==> config.mk <==
export PLATFORM = sky130hd
export DESIGN_NAME = module_flag_mask_timing
export DESIGN_NICKNAME = d
export VERILOG_FILES = /design/src/rtl/flag_mask_pkg.sv /design/src/rtl/module_flag_mask_timing.sv
export SDC_FILE = /design/constraint.sdc
export NUM_CORES = 1
export LEC_CHECK = 0
export BUFFER_PORTS_ARGS = -buffer_cell sky130_fd_sc_hd__buf_2
export CAP_MARGIN = 20
export CORE_UTILIZATION = 51
export CTS_BUF_LIST = sky130_fd_sc_hd__clkbuf_4
export CTS_CLUSTER_DIAMETER = 60
export DETAILED_ROUTE_END_ITERATION = 6
export PLACE_DENSITY = 0.86
export SETUP_SLACK_MARGIN = 0.5
export SLEW_MARGIN = 20
export SYNTH_ARGS = -nofsm -noshare
export SYNTH_HDL_FRONTEND = slang
export SYNTH_SLANG_ARGS = --single-unit
==> constraint.sdc <==
create_clock -name aclk -period 1.8 [get_ports aclk]
set_clock_uncertainty 0.1 [all_clocks]
set_input_delay 0.18 -clock aclk [delete_from_list [all_inputs] [get_ports aclk]]
set_output_delay 0.18 -clock aclk [all_outputs]
set_load 0.05 [all_outputs]
==> src/rtl/flag_mask_pkg.sv <==
/*
 * Shared constants and types for the module flag, mask and interrupt block:
 * register offsets, field positions, reset values and timing figures.
 * Assumes a 100 MHz block clock; times are kept in their own units.
 */
package flag_mask_pkg;

    // Block clock rate
    localparam int CLK_HZ = 100_000_000;

    // Register byte offsets on the AXI4-Lite port
    localparam logic [7:0] FLAGS_OFFSET   = 8'h00;
    localparam logic [7:0] MASK_OFFSET    = 8'h04;
    localparam logic [7:0] CONTROL_OFFSET = 8'h08;
    localparam logic [7:0] LIVE_OFFSET    = 8'h0C;

    // Flag layout: bit 0 transmit fault, bit 1 receive loss, rest other monitors
    localparam int FLAG_W      = 6;
    localparam int TX_FAULT_BIT = 0;
    localparam int RX_LOS_BIT   = 1;
    localparam int OTHER_LSB    = 2;

    // Reset values
    localparam logic [FLAG_W-1:0] MASK_RESET    = 6'h00;
    localparam logic [2:0]        CONTROL_RESET = 3'h0;

    // AXI responses
    localparam logic [1:0] RESP_OKAY   = 2'h0;
    localparam logic [1:0] RESP_SLVERR = 2'h2;

    // Timing limits, as printed, and their cycle counts (all exact at 100 MHz, none round)
    localparam int LOS_FAST_OFF_MS = 3;
    localparam int INT_ON_MS       = 200;
    localparam int LOS_ON_MS       = 100;
    localparam int MASK_MS         = 100;
    localparam int RATESEL_MS      = 100;
    localparam int INT_OFF_US      = 500;
    localparam int LOS_FAST_OFF_CYC = LOS_FAST_OFF_MS * (CLK_HZ / 1000);
    localparam int INT_ON_CYC       = INT_ON_MS * (CLK_HZ / 1000);
    localparam int LOS_ON_CYC       = LOS_ON_MS * (CLK_HZ / 1000);
    localparam int MASK_CYC         = MASK_MS * (CLK_HZ / 1000);
    localparam int RATESEL_CYC      = RATESEL_MS * (CLK_HZ / 1000);
    localparam int INT_OFF_CYC      = INT_OFF_US * (CLK_HZ / 1000_000);

    // Control field, software written, applied at the next stop condition
    typedef struct packed {
        logic app_sel;
        logic rate_sel;
        logic fast_los;
    } control_type;

    // Sampled two-wire pins
    typedef struct packed {
        logic scl;
        logic sda;
    } wire_pair_type;

endpackage : flag_mask_pkg

==> src/rtl/module_flag_mask_timing.sv <==
/*
 * Latched flag, mask and interrupt logic of a pluggable module's management
 * side, with an AXI4-Lite register port and a watcher on the two-wire pins.
 * Assumes monitor inputs and the two-wire pins are asynchronous to aclk and
 * that the register port carries the two-wire host's accesses.
 */
// Decided for this implementation: register access over AXI4-Lite and the register offsets.
// Notes on behaviour
// - In fast loss mode, loss status clears within 3 ms of signal return.
// - Transmit fault sets its flag and asserts the interrupt within 200 ms.
// - Any other monitored condition sets its flag and interrupt within 200 ms.
// - Setting a mask bit inhibits that flag's interrupt within 100 ms.
// - Clearing a mask bit restores that flag's interrupt within 100 ms.
// - Application or rate select changes take effect within 100 ms.
// - Write-triggered bounds start at the stop condition ending the write.
// - Read-triggered bounds start at the stop condition ending the read.
// - Flags clear on read; interrupt releases within 500 us after it.
// - Normal mode loss of signal sets flag and interrupt within 100 ms.
`timescale 1ns/100ps
module module_flag_mask_timing #(
    parameter int INT_ON_LIMIT  = flag_mask_pkg::INT_ON_CYC,
    parameter int INT_OFF_LIMIT = flag_mask_pkg::INT_OFF_CYC
) (
    input  wire logic                              aclk,
    input  wire logic                              aresetn,
    input  wire logic [7:0]                        s_axi_awaddr,
    input  wire logic                              s_axi_awvalid,
    output logic                                   s_axi_awready,
    input  wire logic [31:0]                       s_axi_wdata,
    input  wire logic [3:0]                        s_axi_wstrb,
    input  wire logic                              s_axi_wvalid,
    output logic                                   s_axi_wready,
    output logic [1:0]                             s_axi_bresp,
    output logic                                   s_axi_bvalid,
    input  wire logic                              s_axi_bready,
    input  wire logic [7:0]                        s_axi_araddr,
    input  wire logic                              s_axi_arvalid,
    output logic                                   s_axi_arready,
    output logic [31:0]                            s_axi_rdata,
    output logic [1:0]                             s_axi_rresp,
    output logic                                   s_axi_rvalid,
    input  wire logic                              s_axi_rready,
    input  wire logic                              scl_in,
    input  wire logic                              sda_in,
    input  wire logic                              tx_fault_in,
    input  wire logic                              rx_los_in,
    input  wire logic [flag_mask_pkg::FLAG_W-3:0]  other_cond_in,
    output logic                                   rx_los_status,
    output flag_mask_pkg::control_type             control_out,
    output logic                                   interrupt_request_n,
    output logic                                   irq
);
    import flag_mask_pkg::*;

    // Two-flop synchronisers; stage one feeds stage two only
    logic [FLAG_W-1:0] cond_meta_ff, cond_sync_ff;
    wire_pair_type     pin_meta_ff, pin_sync_ff, pin_prev_ff;
    logic              stop_seen;

    always_ff @(posedge aclk) begin
        if (!aresetn) begin
            cond_meta_ff <= '0;
            cond_sync_ff <= '0;
            pin_meta_ff  <= '1;
            pin_sync_ff  <= '1;
            pin_prev_ff  <= '1;
        end else begin
            cond_meta_ff <= {other_cond_in, rx_los_in, tx_fault_in};
            cond_sync_ff <= cond_meta_ff;
            pin_meta_ff  <= '{scl: scl_in, sda: sda_in};
            pin_sync_ff  <= pin_meta_ff;
            pin_prev_ff  <= pin_sync_ff;
        end
    end

    // Stop condition: data rises while clock is high
    assign stop_seen = pin_sync_ff.scl & pin_prev_ff.scl & pin_sync_ff.sda & ~pin_prev_ff.sda;

    // AXI write channel holding registers
    logic              aw_hold_ff, nxt_aw_hold;
    logic              w_hold_ff, nxt_w_hold;
    logic [7:0]        awaddr_ff, nxt_awaddr;
    logic [31:0]       wdata_ff, nxt_wdata;
    logic              bvalid_ff, nxt_bvalid;
    logic [1:0]        bresp_ff, nxt_bresp;
    logic              do_write;

    // AXI read channel registers
    logic              rvalid_ff, nxt_rvalid;
    logic [31:0]       rdata_ff, nxt_rdata;
    logic [1:0]        rresp_ff, nxt_rresp;

    // Block state
    logic [FLAG_W-1:0] flags_ff, nxt_flags;
    logic [FLAG_W-1:0] mask_ff, nxt_mask;
    logic [FLAG_W-1:0] mask_stage_ff, nxt_mask_stage;
    logic [FLAG_W-1:0] clr_pend_ff, nxt_clr_pend;
    control_type       ctrl_ff, nxt_ctrl;
    control_type       ctrl_stage_ff, nxt_ctrl_stage;
    logic              irq_n_ff, nxt_irq_n;
    logic [FLAG_W-1:0] flag_set;

    assign s_axi_awready = ~aw_hold_ff;
    assign s_axi_wready  = ~w_hold_ff;
    assign s_axi_arready = ~rvalid_ff;
    assign do_write      = aw_hold_ff & w_hold_ff & ~bvalid_ff;

    // Flag set sources; loss of signal latches in either loss mode
    always_comb begin
        flag_set = cond_sync_ff;
    end

    // Register port: address and data taken in either order, answer follows both
    always_comb begin
        nxt_aw_hold = aw_hold_ff;
        nxt_w_hold  = w_hold_ff;
        nxt_awaddr  = awaddr_ff;
        nxt_wdata   = wdata_ff;
        nxt_bvalid  = bvalid_ff;
        nxt_bresp   = bresp_ff;
        nxt_rvalid  = rvalid_ff;
        nxt_rdata   = rdata_ff;
        nxt_rresp   = rresp_ff;
        if (s_axi_awvalid && !aw_hold_ff) begin
            nxt_aw_hold = 1'b1;
            nxt_awaddr  = s_axi_awaddr;
        end
        if (s_axi_wvalid && !w_hold_ff) begin
            nxt_w_hold = 1'b1;
            nxt_wdata  = s_axi_wdata;
        end
        if (bvalid_ff && s_axi_bready) begin
            nxt_bvalid = 1'b0;
        end
        if (do_write) begin
            nxt_aw_hold = 1'b0;
            nxt_w_hold  = 1'b0;
            nxt_bvalid  = 1'b1;
            if ({awaddr_ff[7:2], 2'b00} == FLAGS_OFFSET || {awaddr_ff[7:2], 2'b00} == MASK_OFFSET
                || {awaddr_ff[7:2], 2'b00} == CONTROL_OFFSET) begin
                nxt_bresp = RESP_OKAY;
            end else begin
                nxt_bresp = RESP_SLVERR;
            end
        end
        if (rvalid_ff && s_axi_rready) begin
            nxt_rvalid = 1'b0;
        end
        if (s_axi_arvalid && !rvalid_ff) begin
            nxt_rvalid = 1'b1;
            nxt_rresp  = RESP_OKAY;
            if ({s_axi_araddr[7:2], 2'b00} == FLAGS_OFFSET) begin
                nxt_rdata = {{(32-FLAG_W){1'b0}}, flags_ff};
            end else if ({s_axi_araddr[7:2], 2'b00} == MASK_OFFSET) begin
                nxt_rdata = {{(32-FLAG_W){1'b0}}, mask_stage_ff};
            end else if ({s_axi_araddr[7:2], 2'b00} == CONTROL_OFFSET) begin
                nxt_rdata = {29'h0000000, ctrl_stage_ff};
            end else if ({s_axi_araddr[7:2], 2'b00} == LIVE_OFFSET) begin
                nxt_rdata = {16'h0000, 2'b00, mask_ff, 2'b00, cond_sync_ff};
            end else begin
                nxt_rdata = 32'h00000000;
                nxt_rresp = RESP_SLVERR;
            end
        end
    end

    // Staging, clear-on-read and stop-condition commit.
    // Software changes wait for the stop that ends the transaction, so every
    // bound starts from one well-defined point; set always beats a clear.
    always_comb begin
        logic [FLAG_W-1:0] clr_now;
        clr_now        = '0;
        nxt_flags      = flags_ff;
        nxt_mask       = mask_ff;
        nxt_mask_stage = mask_stage_ff;
        nxt_ctrl       = ctrl_ff;
        nxt_ctrl_stage = ctrl_stage_ff;
        nxt_clr_pend   = clr_pend_ff;
        if (s_axi_arvalid && !rvalid_ff && {s_axi_araddr[7:2], 2'b00} == FLAGS_OFFSET) begin
            nxt_clr_pend = nxt_clr_pend | flags_ff;
        end
        if (do_write && s_axi_wstrb[0]) begin
            if ({awaddr_ff[7:2], 2'b00} == FLAGS_OFFSET) begin
                nxt_clr_pend = nxt_clr_pend | wdata_ff[FLAG_W-1:0];
            end else if ({awaddr_ff[7:2], 2'b00} == MASK_OFFSET) begin
                nxt_mask_stage = wdata_ff[FLAG_W-1:0];
            end else if ({awaddr_ff[7:2], 2'b00} == CONTROL_OFFSET) begin
                nxt_ctrl_stage = control_type'(wdata_ff[2:0]);
            end
        end
        if (stop_seen) begin
            clr_now      = clr_pend_ff;
            nxt_clr_pend = nxt_clr_pend & ~clr_pend_ff;
            nxt_mask     = mask_stage_ff;
            nxt_ctrl     = ctrl_stage_ff;
        end
        nxt_flags = (flags_ff & ~clr_now) | flag_set;
    end

    // Interrupt line: low while any unmasked flag stands
    always_comb begin
        nxt_irq_n = ~|(nxt_flags & ~nxt_mask);
    end

    // State registers
    always_ff @(posedge aclk) begin
        if (!aresetn) begin
            aw_hold_ff    <= 1'b0;
            w_hold_ff     <= 1'b0;
            awaddr_ff     <= 8'h00;
            wdata_ff      <= 32'h00000000;
            bvalid_ff     <= 1'b0;
            bresp_ff      <= RESP_OKAY;
            rvalid_ff     <= 1'b0;
            rdata_ff      <= 32'h00000000;
            rresp_ff      <= RESP_OKAY;
            flags_ff      <= '0;
            mask_ff       <= MASK_RESET;
            mask_stage_ff <= MASK_RESET;
            clr_pend_ff   <= '0;
            ctrl_ff       <= CONTROL_RESET;
            ctrl_stage_ff <= CONTROL_RESET;
            irq_n_ff      <= 1'b1;
        end else begin
            aw_hold_ff    <= nxt_aw_hold;
            w_hold_ff     <= nxt_w_hold;
            awaddr_ff     <= nxt_awaddr;
            wdata_ff      <= nxt_wdata;
            bvalid_ff     <= nxt_bvalid;
            bresp_ff      <= nxt_bresp;
            rvalid_ff     <= nxt_rvalid;
            rdata_ff      <= nxt_rdata;
            rresp_ff      <= nxt_rresp;
            flags_ff      <= nxt_flags;
            mask_ff       <= nxt_mask;
            mask_stage_ff <= nxt_mask_stage;
            clr_pend_ff   <= nxt_clr_pend;
            ctrl_ff       <= nxt_ctrl;
            ctrl_stage_ff <= nxt_ctrl_stage;
            irq_n_ff      <= nxt_irq_n;
        end
    end

    assign s_axi_bvalid        = bvalid_ff;
    assign s_axi_bresp         = bresp_ff;
    assign s_axi_rvalid        = rvalid_ff;
    assign s_axi_rdata         = rdata_ff;
    assign s_axi_rresp         = rresp_ff;
    assign interrupt_request_n = irq_n_ff;
    assign irq                 = ~irq_n_ff;
    assign control_out         = ctrl_ff;
    // Live loss status follows the input in both modes, far inside the fast bound
    assign rx_los_status       = cond_sync_ff[RX_LOS_BIT];

    // Helper: cycles that an unmasked flag has stood with the line still high
    logic [31:0] late_on_cnt_ff, nxt_late_on_cnt;
    always_comb begin
        nxt_late_on_cnt = (|(flags_ff & ~mask_ff) && irq_n_ff) ? late_on_cnt_ff + 32'h00000001 : 32'h00000000;
    end
    always_ff @(posedge aclk) begin
        if (!aresetn) begin
            late_on_cnt_ff <= 32'h00000000;
        end else begin
            late_on_cnt_ff <= nxt_late_on_cnt;
        end
    end

    property p_tx_fault_flag;
        @(posedge aclk) disable iff (!aresetn)
        cond_sync_ff[TX_FAULT_BIT] |=> flags_ff[TX_FAULT_BIT];
    endproperty
    a_tx_fault_flag: assert property (p_tx_fault_flag) else $error("tx fault flag not set");

    property p_other_flag;
        @(posedge aclk) disable iff (!aresetn)
        $rose(cond_sync_ff[OTHER_LSB]) |=> flags_ff[OTHER_LSB] ##1 flags_ff[OTHER_LSB];
    endproperty
    a_other_flag: assert property (p_other_flag) else $error("monitor flag not latched");

    property p_los_flag;
        @(posedge aclk) disable iff (!aresetn)
        cond_sync_ff[RX_LOS_BIT] && !mask_ff[RX_LOS_BIT] && !nxt_mask[RX_LOS_BIT] |=> ##1 !interrupt_request_n;
    endproperty
    a_los_flag: assert property (p_los_flag) else $error("loss interrupt late");

    property p_los_status;
        @(posedge aclk) disable iff (!aresetn)
        $fell(cond_sync_ff[RX_LOS_BIT]) |-> !rx_los_status;
    endproperty
    a_los_status: assert property (p_los_status) else $error("loss status stuck");

    property p_mask_commit;
        @(posedge aclk) disable iff (!aresetn)
        stop_seen |=> mask_ff == $past(mask_stage_ff) && control_out == $past(ctrl_stage_ff);
    endproperty
    a_mask_commit: assert property (p_mask_commit) else $error("mask or select not applied at stop");

    property p_mask_hold;
        @(posedge aclk) disable iff (!aresetn)
        !stop_seen |=> $stable(mask_ff) && $stable(control_out);
    endproperty
    a_mask_hold: assert property (p_mask_hold) else $error("mask changed without stop");

    property p_read_clear;
        @(posedge aclk) disable iff (!aresetn)
        stop_seen && clr_pend_ff != '0 && (cond_sync_ff & clr_pend_ff) == '0
        |=> (flags_ff & $past(clr_pend_ff)) == '0;
    endproperty
    a_read_clear: assert property (p_read_clear) else $error("flag not cleared at stop");

    property p_release;
        @(posedge aclk) disable iff (!aresetn)
        stop_seen && clr_pend_ff != '0 && (((flags_ff & ~clr_pend_ff) | cond_sync_ff) & ~mask_stage_ff) == '0
        |=> interrupt_request_n;
    endproperty
    a_release: assert property (p_release) else $error("interrupt not released");

    property p_unmask_assert;
        @(posedge aclk) disable iff (!aresetn)
        late_on_cnt_ff > 1 |-> late_on_cnt_ff < INT_ON_LIMIT;
    endproperty
    a_unmask_assert: assert property (p_unmask_assert) else $error("unmasked flag without interrupt");

    property p_level;
        @(posedge aclk) disable iff (!aresetn)
        ##1 interrupt_request_n == !(|($past(nxt_flags) & $past(nxt_mask) ^ $past(nxt_flags)));
    endproperty
    a_level: assert property (p_level) else $error("interrupt level wrong");

    property p_select_stage;
        @(posedge aclk) disable iff (!aresetn)
        stop_seen && ctrl_stage_ff != control_out |=> $changed(control_out);
    endproperty
    a_select_stage: assert property (p_select_stage) else $error("select change lost");

endmodule : module_flag_mask_timing

# Word-level counts from Yosys, hierarchy flattened
# Index checks and enable logic that the tools add are counted.
[op_classes]
add_sub_neg = 0
eq_ne = 5
n_reduce_logical = 21
div = 0
n_bitwise = 23
n_lt_le_gt_ge = 0
muxes = 19
mul = 0
shifts = 0
[op_table]
columns = ["operator", "n"]
rows = [
  ["$mux W14", 4],
  ["$mux W6", 6],
  ["$and A6 B6 Y6", 3],
  ["$eq A6 B2 Y1 const B", 3],
  ["$not A6 Y6", 3],
  ["$or A6 B6 Y6", 3],
  ["$eq A6 B1 Y1 const B", 2],
  ["$logic_not A6 Y1", 2],
  ["$mux W2", 5],
  ["$not A1 Y1", 9],
  ["$logic_and A1 B1 Y1", 7],
  ["$reduce_or A6 Y1", 1],
  ["$and A1 B1 Y1", 5],
  ["$logic_not A1 Y1", 4],
  ["$mux W1", 4],
  ["$reduce_and A4 Y1", 1],
  ["$reduce_bool A2 Y1", 2],
  ["$reduce_and A3 Y1", 1],
  ["$logic_or A1 B1 Y1", 2],
  ["$reduce_or A2 Y1", 1],
]
[word_totals]
romBits = 0
input_bits = 67
out_inout_bits = 47
word_cells = 96
ram_bits = 0
reg_bits = 103
latchBits = 0
mem_count = 0

# Longest topological paths before layout
[logic_depth]
ltp_word = 10
ltp_mapped = 6
ltp_nobuf = 4

# Worst setup path after synthesis
# Ideal clock, no wire load.
[synth_path]
path_type = "register to register"
startpoint = "reg rvalid_ff, in the netlist s_axi_rvalid"
endpoint = "reg rdata_ff[2], in the netlist s_axi_rdata[2]"
path_slack_ns = -0.113
path_stages_with_launch = 6
arrival_ns = 1.747
synth_period_minus_slack_ns = 1.913
setup_ns = 0.066
n_path_buf = 1
t_required_ns = 1.634
path_cell_list = "dfxtp_1 -> inv_1 -> nand2_1 -> clkbuf_1 -> a222oi_1 -> nor2_1"
[synth_between]
elab_chain_cells = 2
[synth_lines]
columns = ["element", "line", "rtl"]
rows = [
  ["start: declaration", "module_flag_mask_timing.sv:89", "logic rvalid_ff, nxt_rvalid;"],
  ["start signal: assignment", "module_flag_mask_timing.sv:231", "rvalid_ff <= nxt_rvalid;"],
  ["$logic_not A1 Y1", "module_flag_mask_timing.sv:149", "if (s_axi_arvalid && !rvalid_ff) begin"],
  ["$logic_and A1 B1 Y1", "module_flag_mask_timing.sv:149", ""],
  ["end signal: assignment", "module_flag_mask_timing.sv:232", "rdata_ff <= nxt_rdata;"],
  ["end: declaration", "module_flag_mask_timing.sv:90", "logic [31:0] rdata_ff, nxt_rdata;"],
]
# Every way passes these cells.
# A chain may end at the register's enable or synchronous reset.

# Final worst setup path
[layout_path]
startpoint = "reg awaddr_ff[7]"
endpoint = "reg clr_pend_ff[2]"
[layout_between]
elab_chain_cells = 5
[layout_lines]
columns = ["element", "line", "rtl"]
rows = [
  ["start: declaration", "module_flag_mask_timing.sv:82", "logic [7:0] awaddr_ff, nxt_awaddr;"],
  ["start signal: assignment", "module_flag_mask_timing.sv:227", "awaddr_ff <= nxt_awaddr;"],
  ["$logic_not A6 Y1 *", "module_flag_mask_timing.sv:183", "if ({awaddr_ff[7:2], 2'b00} == FLAGS_OFFSET) begin"],
  ["$mux W6 *", "module_flag_mask_timing.sv:183", ""],
  ["$mux W6 *", "module_flag_mask_timing.sv:182", "if (do_write && s_axi_wstrb[0]) begin"],
  ["$and A6 B6 Y6", "module_flag_mask_timing.sv:193", "nxt_clr_pend = nxt_clr_pend & ~clr_pend_ff;"],
  ["$mux W6 *", "module_flag_mask_timing.sv:191", "if (stop_seen) begin"],
  ["end signal: assignment", "module_flag_mask_timing.sv:237", "clr_pend_ff <= nxt_clr_pend;"],
  ["end: declaration", "module_flag_mask_timing.sv:97", "logic [FLAG_W-1:0] clr_pend_ff, nxt_clr_pend;"],
]
# Mark *: on every way between the ends. The rest lies on a longest branch, timed or not.

==> out/qor.txt <==
gr ovfl total: 0
Clk pwr share: 29.9%
Worst EP required: 2.07 ns
# fillers: 402
Comb power frac: 16.3%
crit path from: awaddr_ff[7]
pin count of the biggest net entering global routing: 52
Slew Limit Fails: 0
worst reg-to-reg path cell count: 6
Hold Fails Final Rpt: 0
Worst slew margin: 62.67%
Hold Path Class: input port to flip-flop
die width: 81.31 um
initial core utilization: 53.55%
setup_tns: 0 ns
routability cong.: 0.8394
Synth async-reset ratio: 0%
DRT iter0 DRCs: 306
Die Span Y: 81.31 um
cts bufs inserted: 9
Post-DP HPWL: 4.469 mm
Final setup viols: 0
P_leak: 1.911 nW
nets: 499
peak supply drop: 0.5530 mV
reg2reg start: awaddr_ff[7]
num ports: 114
total design power: 3.441 mW
Arr. time, crit path: 1.91 ns
Port Buffers: 58
RSZ-0062 raised after global routing: yes
area delta synth->final: 34.91%
post-route cell area: 4328 um2
Std-Cell Rows: 28
global-route wire length before repair: 12.10 mm
pin slew with the least headroom to its limit: 0.5599 ns
detail-routed net length per standard cell: 16.70 um
synth unique cells: 39
critical path class: flip-flop to flip-flop
drt pass-1 iters: 5
antenna cell count: 0
Root Driver: clkbuf_4
layout cells sized above 1: 36.16%
Main synth FF type: dfxtp_1
Ys Warns: 0
Hold Crit Depth: 3
initial antenna violation count: 0
number of flops mapped to enable cells by yosys: 0
Net Switching: 1.014 mW
maximum fanout along the worst path: 6
Avg Inst Size Synth: 9.605 um2
fin util: 72.24%
final period utilization: 91.37%
critical path startpoint category: flip-flop
CP Capture Type: flip-flop
core footprint: 5991 um2
P_int: 2.427 mW
Worst-Skew Late Latency: 0.43 ns
Routed Antenna Nets: 0
Max Fclk: 608.1 MHz
sequential area share after synthesis: 49.30%
Max-Cap Viols: 0
pwr dens: 795.0 nW/um2
Seq pwr share: 53.8%
Netlist Area Pre-Place: 3208 um2
residual DRC count: 0
via/cell ratio: 5.447
hold_sp: aresetn
clock tree buffer depth: 2
status: finished, final reports clean
Routed Wire Length: 8.549 mm
Sink Count: 79
Final min period: 1.645 ns
R2R Path End: clr_pend_ff[2]
Worst Hold End: pin_sync_ff[0]
flops & latches, synth: 79
worst hold slack: 0.09101 ns
Sw Ratio: 29.46%
Vias: 2789
die area: 6611 um2
R2R setup slack: 0.16 ns
number of global-route vias before repair: 2534
Cells after Synth: 334
gr usage total: 24.69%
H-tree depth: 3
CTS tree: done
Worst-path clk slew: 0.13 ns
Placed Area: 3548 um2
## state kept, by name (all words and copies together) (netlist names)
signal / cells
aw_hold_ff: 1
awaddr_ff: 6
clr_pend_ff: 6
cond_meta_ff: 6
cond_sync_ff: 6
control_out: 3
ctrl_stage_ff: 3
flags_ff: 6
interrupt_request_n: 1
mask_ff: 6
mask_stage_ff: 6
pin_meta_ff: 2
pin_prev_ff: 2
pin_sync_ff: 2
s_axi_bresp: 1
s_axi_bvalid: 1
s_axi_rdata: 12
s_axi_rresp: 1
s_axi_rvalid: 1
w_hold_ff: 1
wdata_ff: 6
## final cells by class
cell class	count	area, um2	area share (%)
multi-input cells	223	1548	35.76
flip-flops and latches	79	1622	37.47
repair buffers	106	880.8	20.35
clock buffers	9	67.56	1.561
inverters	13	52.55	1.214
well taps	75	93.84	2.168
clock inverters	7	63.81	1.474
## metal layers
layer | share of wire (%) | track usage [%] | vias up
met5 | 0 | 0 | -
met4 | 4.4 | 11.96 | 0
met3 | 7.5 | 6.629 | 41
met2 | 49 | 40.92 | 158
met1 | 39 | 29.36 | 1289
li1 | - | - | 1301
## critical path, stage by stage (launching register included)
cell and delay, ns:
dfxtp_2 0.36, nor4_4 0.25, buf_4 0.18, nand4b_4 0.17
buf_6 0.17, nor3b_2 0.17, o31a_1 0.20
## repair_timing
action                     in CTS  in global routing
pin swaps                      13                  2
setup buffers                  12                  4
hold endpoints to repair       24                  0
hold buffers                   25                  0
gates cloned                    1                  0
setup endpoints to repair      61                 52
gates resized for setup        61                 37
## cell usage after synthesis (3+ instances only)
cell type	n	share of area, %
mux2_2	3	1.1
o31a_1	4	1.1
dfxtp_1	79	49
nand2b_1	7	1.4
mux2i_1	27	8.4
nor2_1	58	6.8
nor2b_1	6	1.2
a22o_1	3	0.82
buf_4	23	5.4
a41oi_1	3	0.82
nor3b_1	3	0.70
a22oi_1	11	2.6
o21ai_0	7	1.1
a31oi_1	5	0.98
and2_1	20	3.9
a222oi_1	3	0.94
a211oi_2	3	1.2
nand2_1	10	1.2
inv_1	12	1.4
nand3_1	3	0.47
a21oi_1	8	1.2
clkbuf_1	12	1.4
buf_2	5	0.78
## placed cells by master (no fill, tap or decap), types with 4 or more instances in the layout
master,instances
buf_4,21
and2_1,19
buf_2,33
a22oi_2,9
o21ai_0,5
mux2i_1,25
dfxtp_2,23
clkbuf_4,9
dfxtp_1,53
a21oi_1,8
conb_1,22
dlygate4sd3_1,25
nor2b_1,4
o31a_1,4
inv_1,10
nand2b_1,7
a31oi_1,4
nand2_1,9
nor2_1,58
buf_6,26
## metrics by stage
stage          instances  setup WS (ns)
6_report             512         0.1554
4_1_cts              508         0.2459
2_1_floorplan        355         0.3322
3_3_place_gp         454         0.2054
5_1_grt              512         0.1213
3_5_place_dp         454         0.1859
## worst max path at each step
stage | to | slack, ns | cells after the start
after CTS | ctrl_stage_ff[1] | 0.25 | 5
after global routing | clr_pend_ff[2] | 0.12 | 6
after global placement | interrupt_request_n | 0.21 | 4
after floorplan | clr_pend_ff[3] | 0.33 | 4
after detailed placement | mask_stage_ff[4] | 0.19 | 4
final | clr_pend_ff[2] | 0.16 | 6
## power by group through the flow
stage          registers (mW)  logic [mW]  clock network (mW)
6_report                 1.85       0.561                1.03
5_1_grt                  1.86       0.591                1.13
4_1_cts                  1.84       0.518                1.03
3_3_place_gp             1.88       0.418                   0
3_5_place_dp             1.88       0.425                   0
2_1_floorplan            1.90       0.342                   0
## kinds of logic after synthesis
kind of cell / share of synthesized area [%]
buffers and inverters: 9.204
AND/OR/NAND/NOR: 19.54
other: 0.1169
multiplexers: 9.477
AO/OA/AOI/OAI: 12.36
flip-flops: 49.30
(Power assumes the default switching activity.)
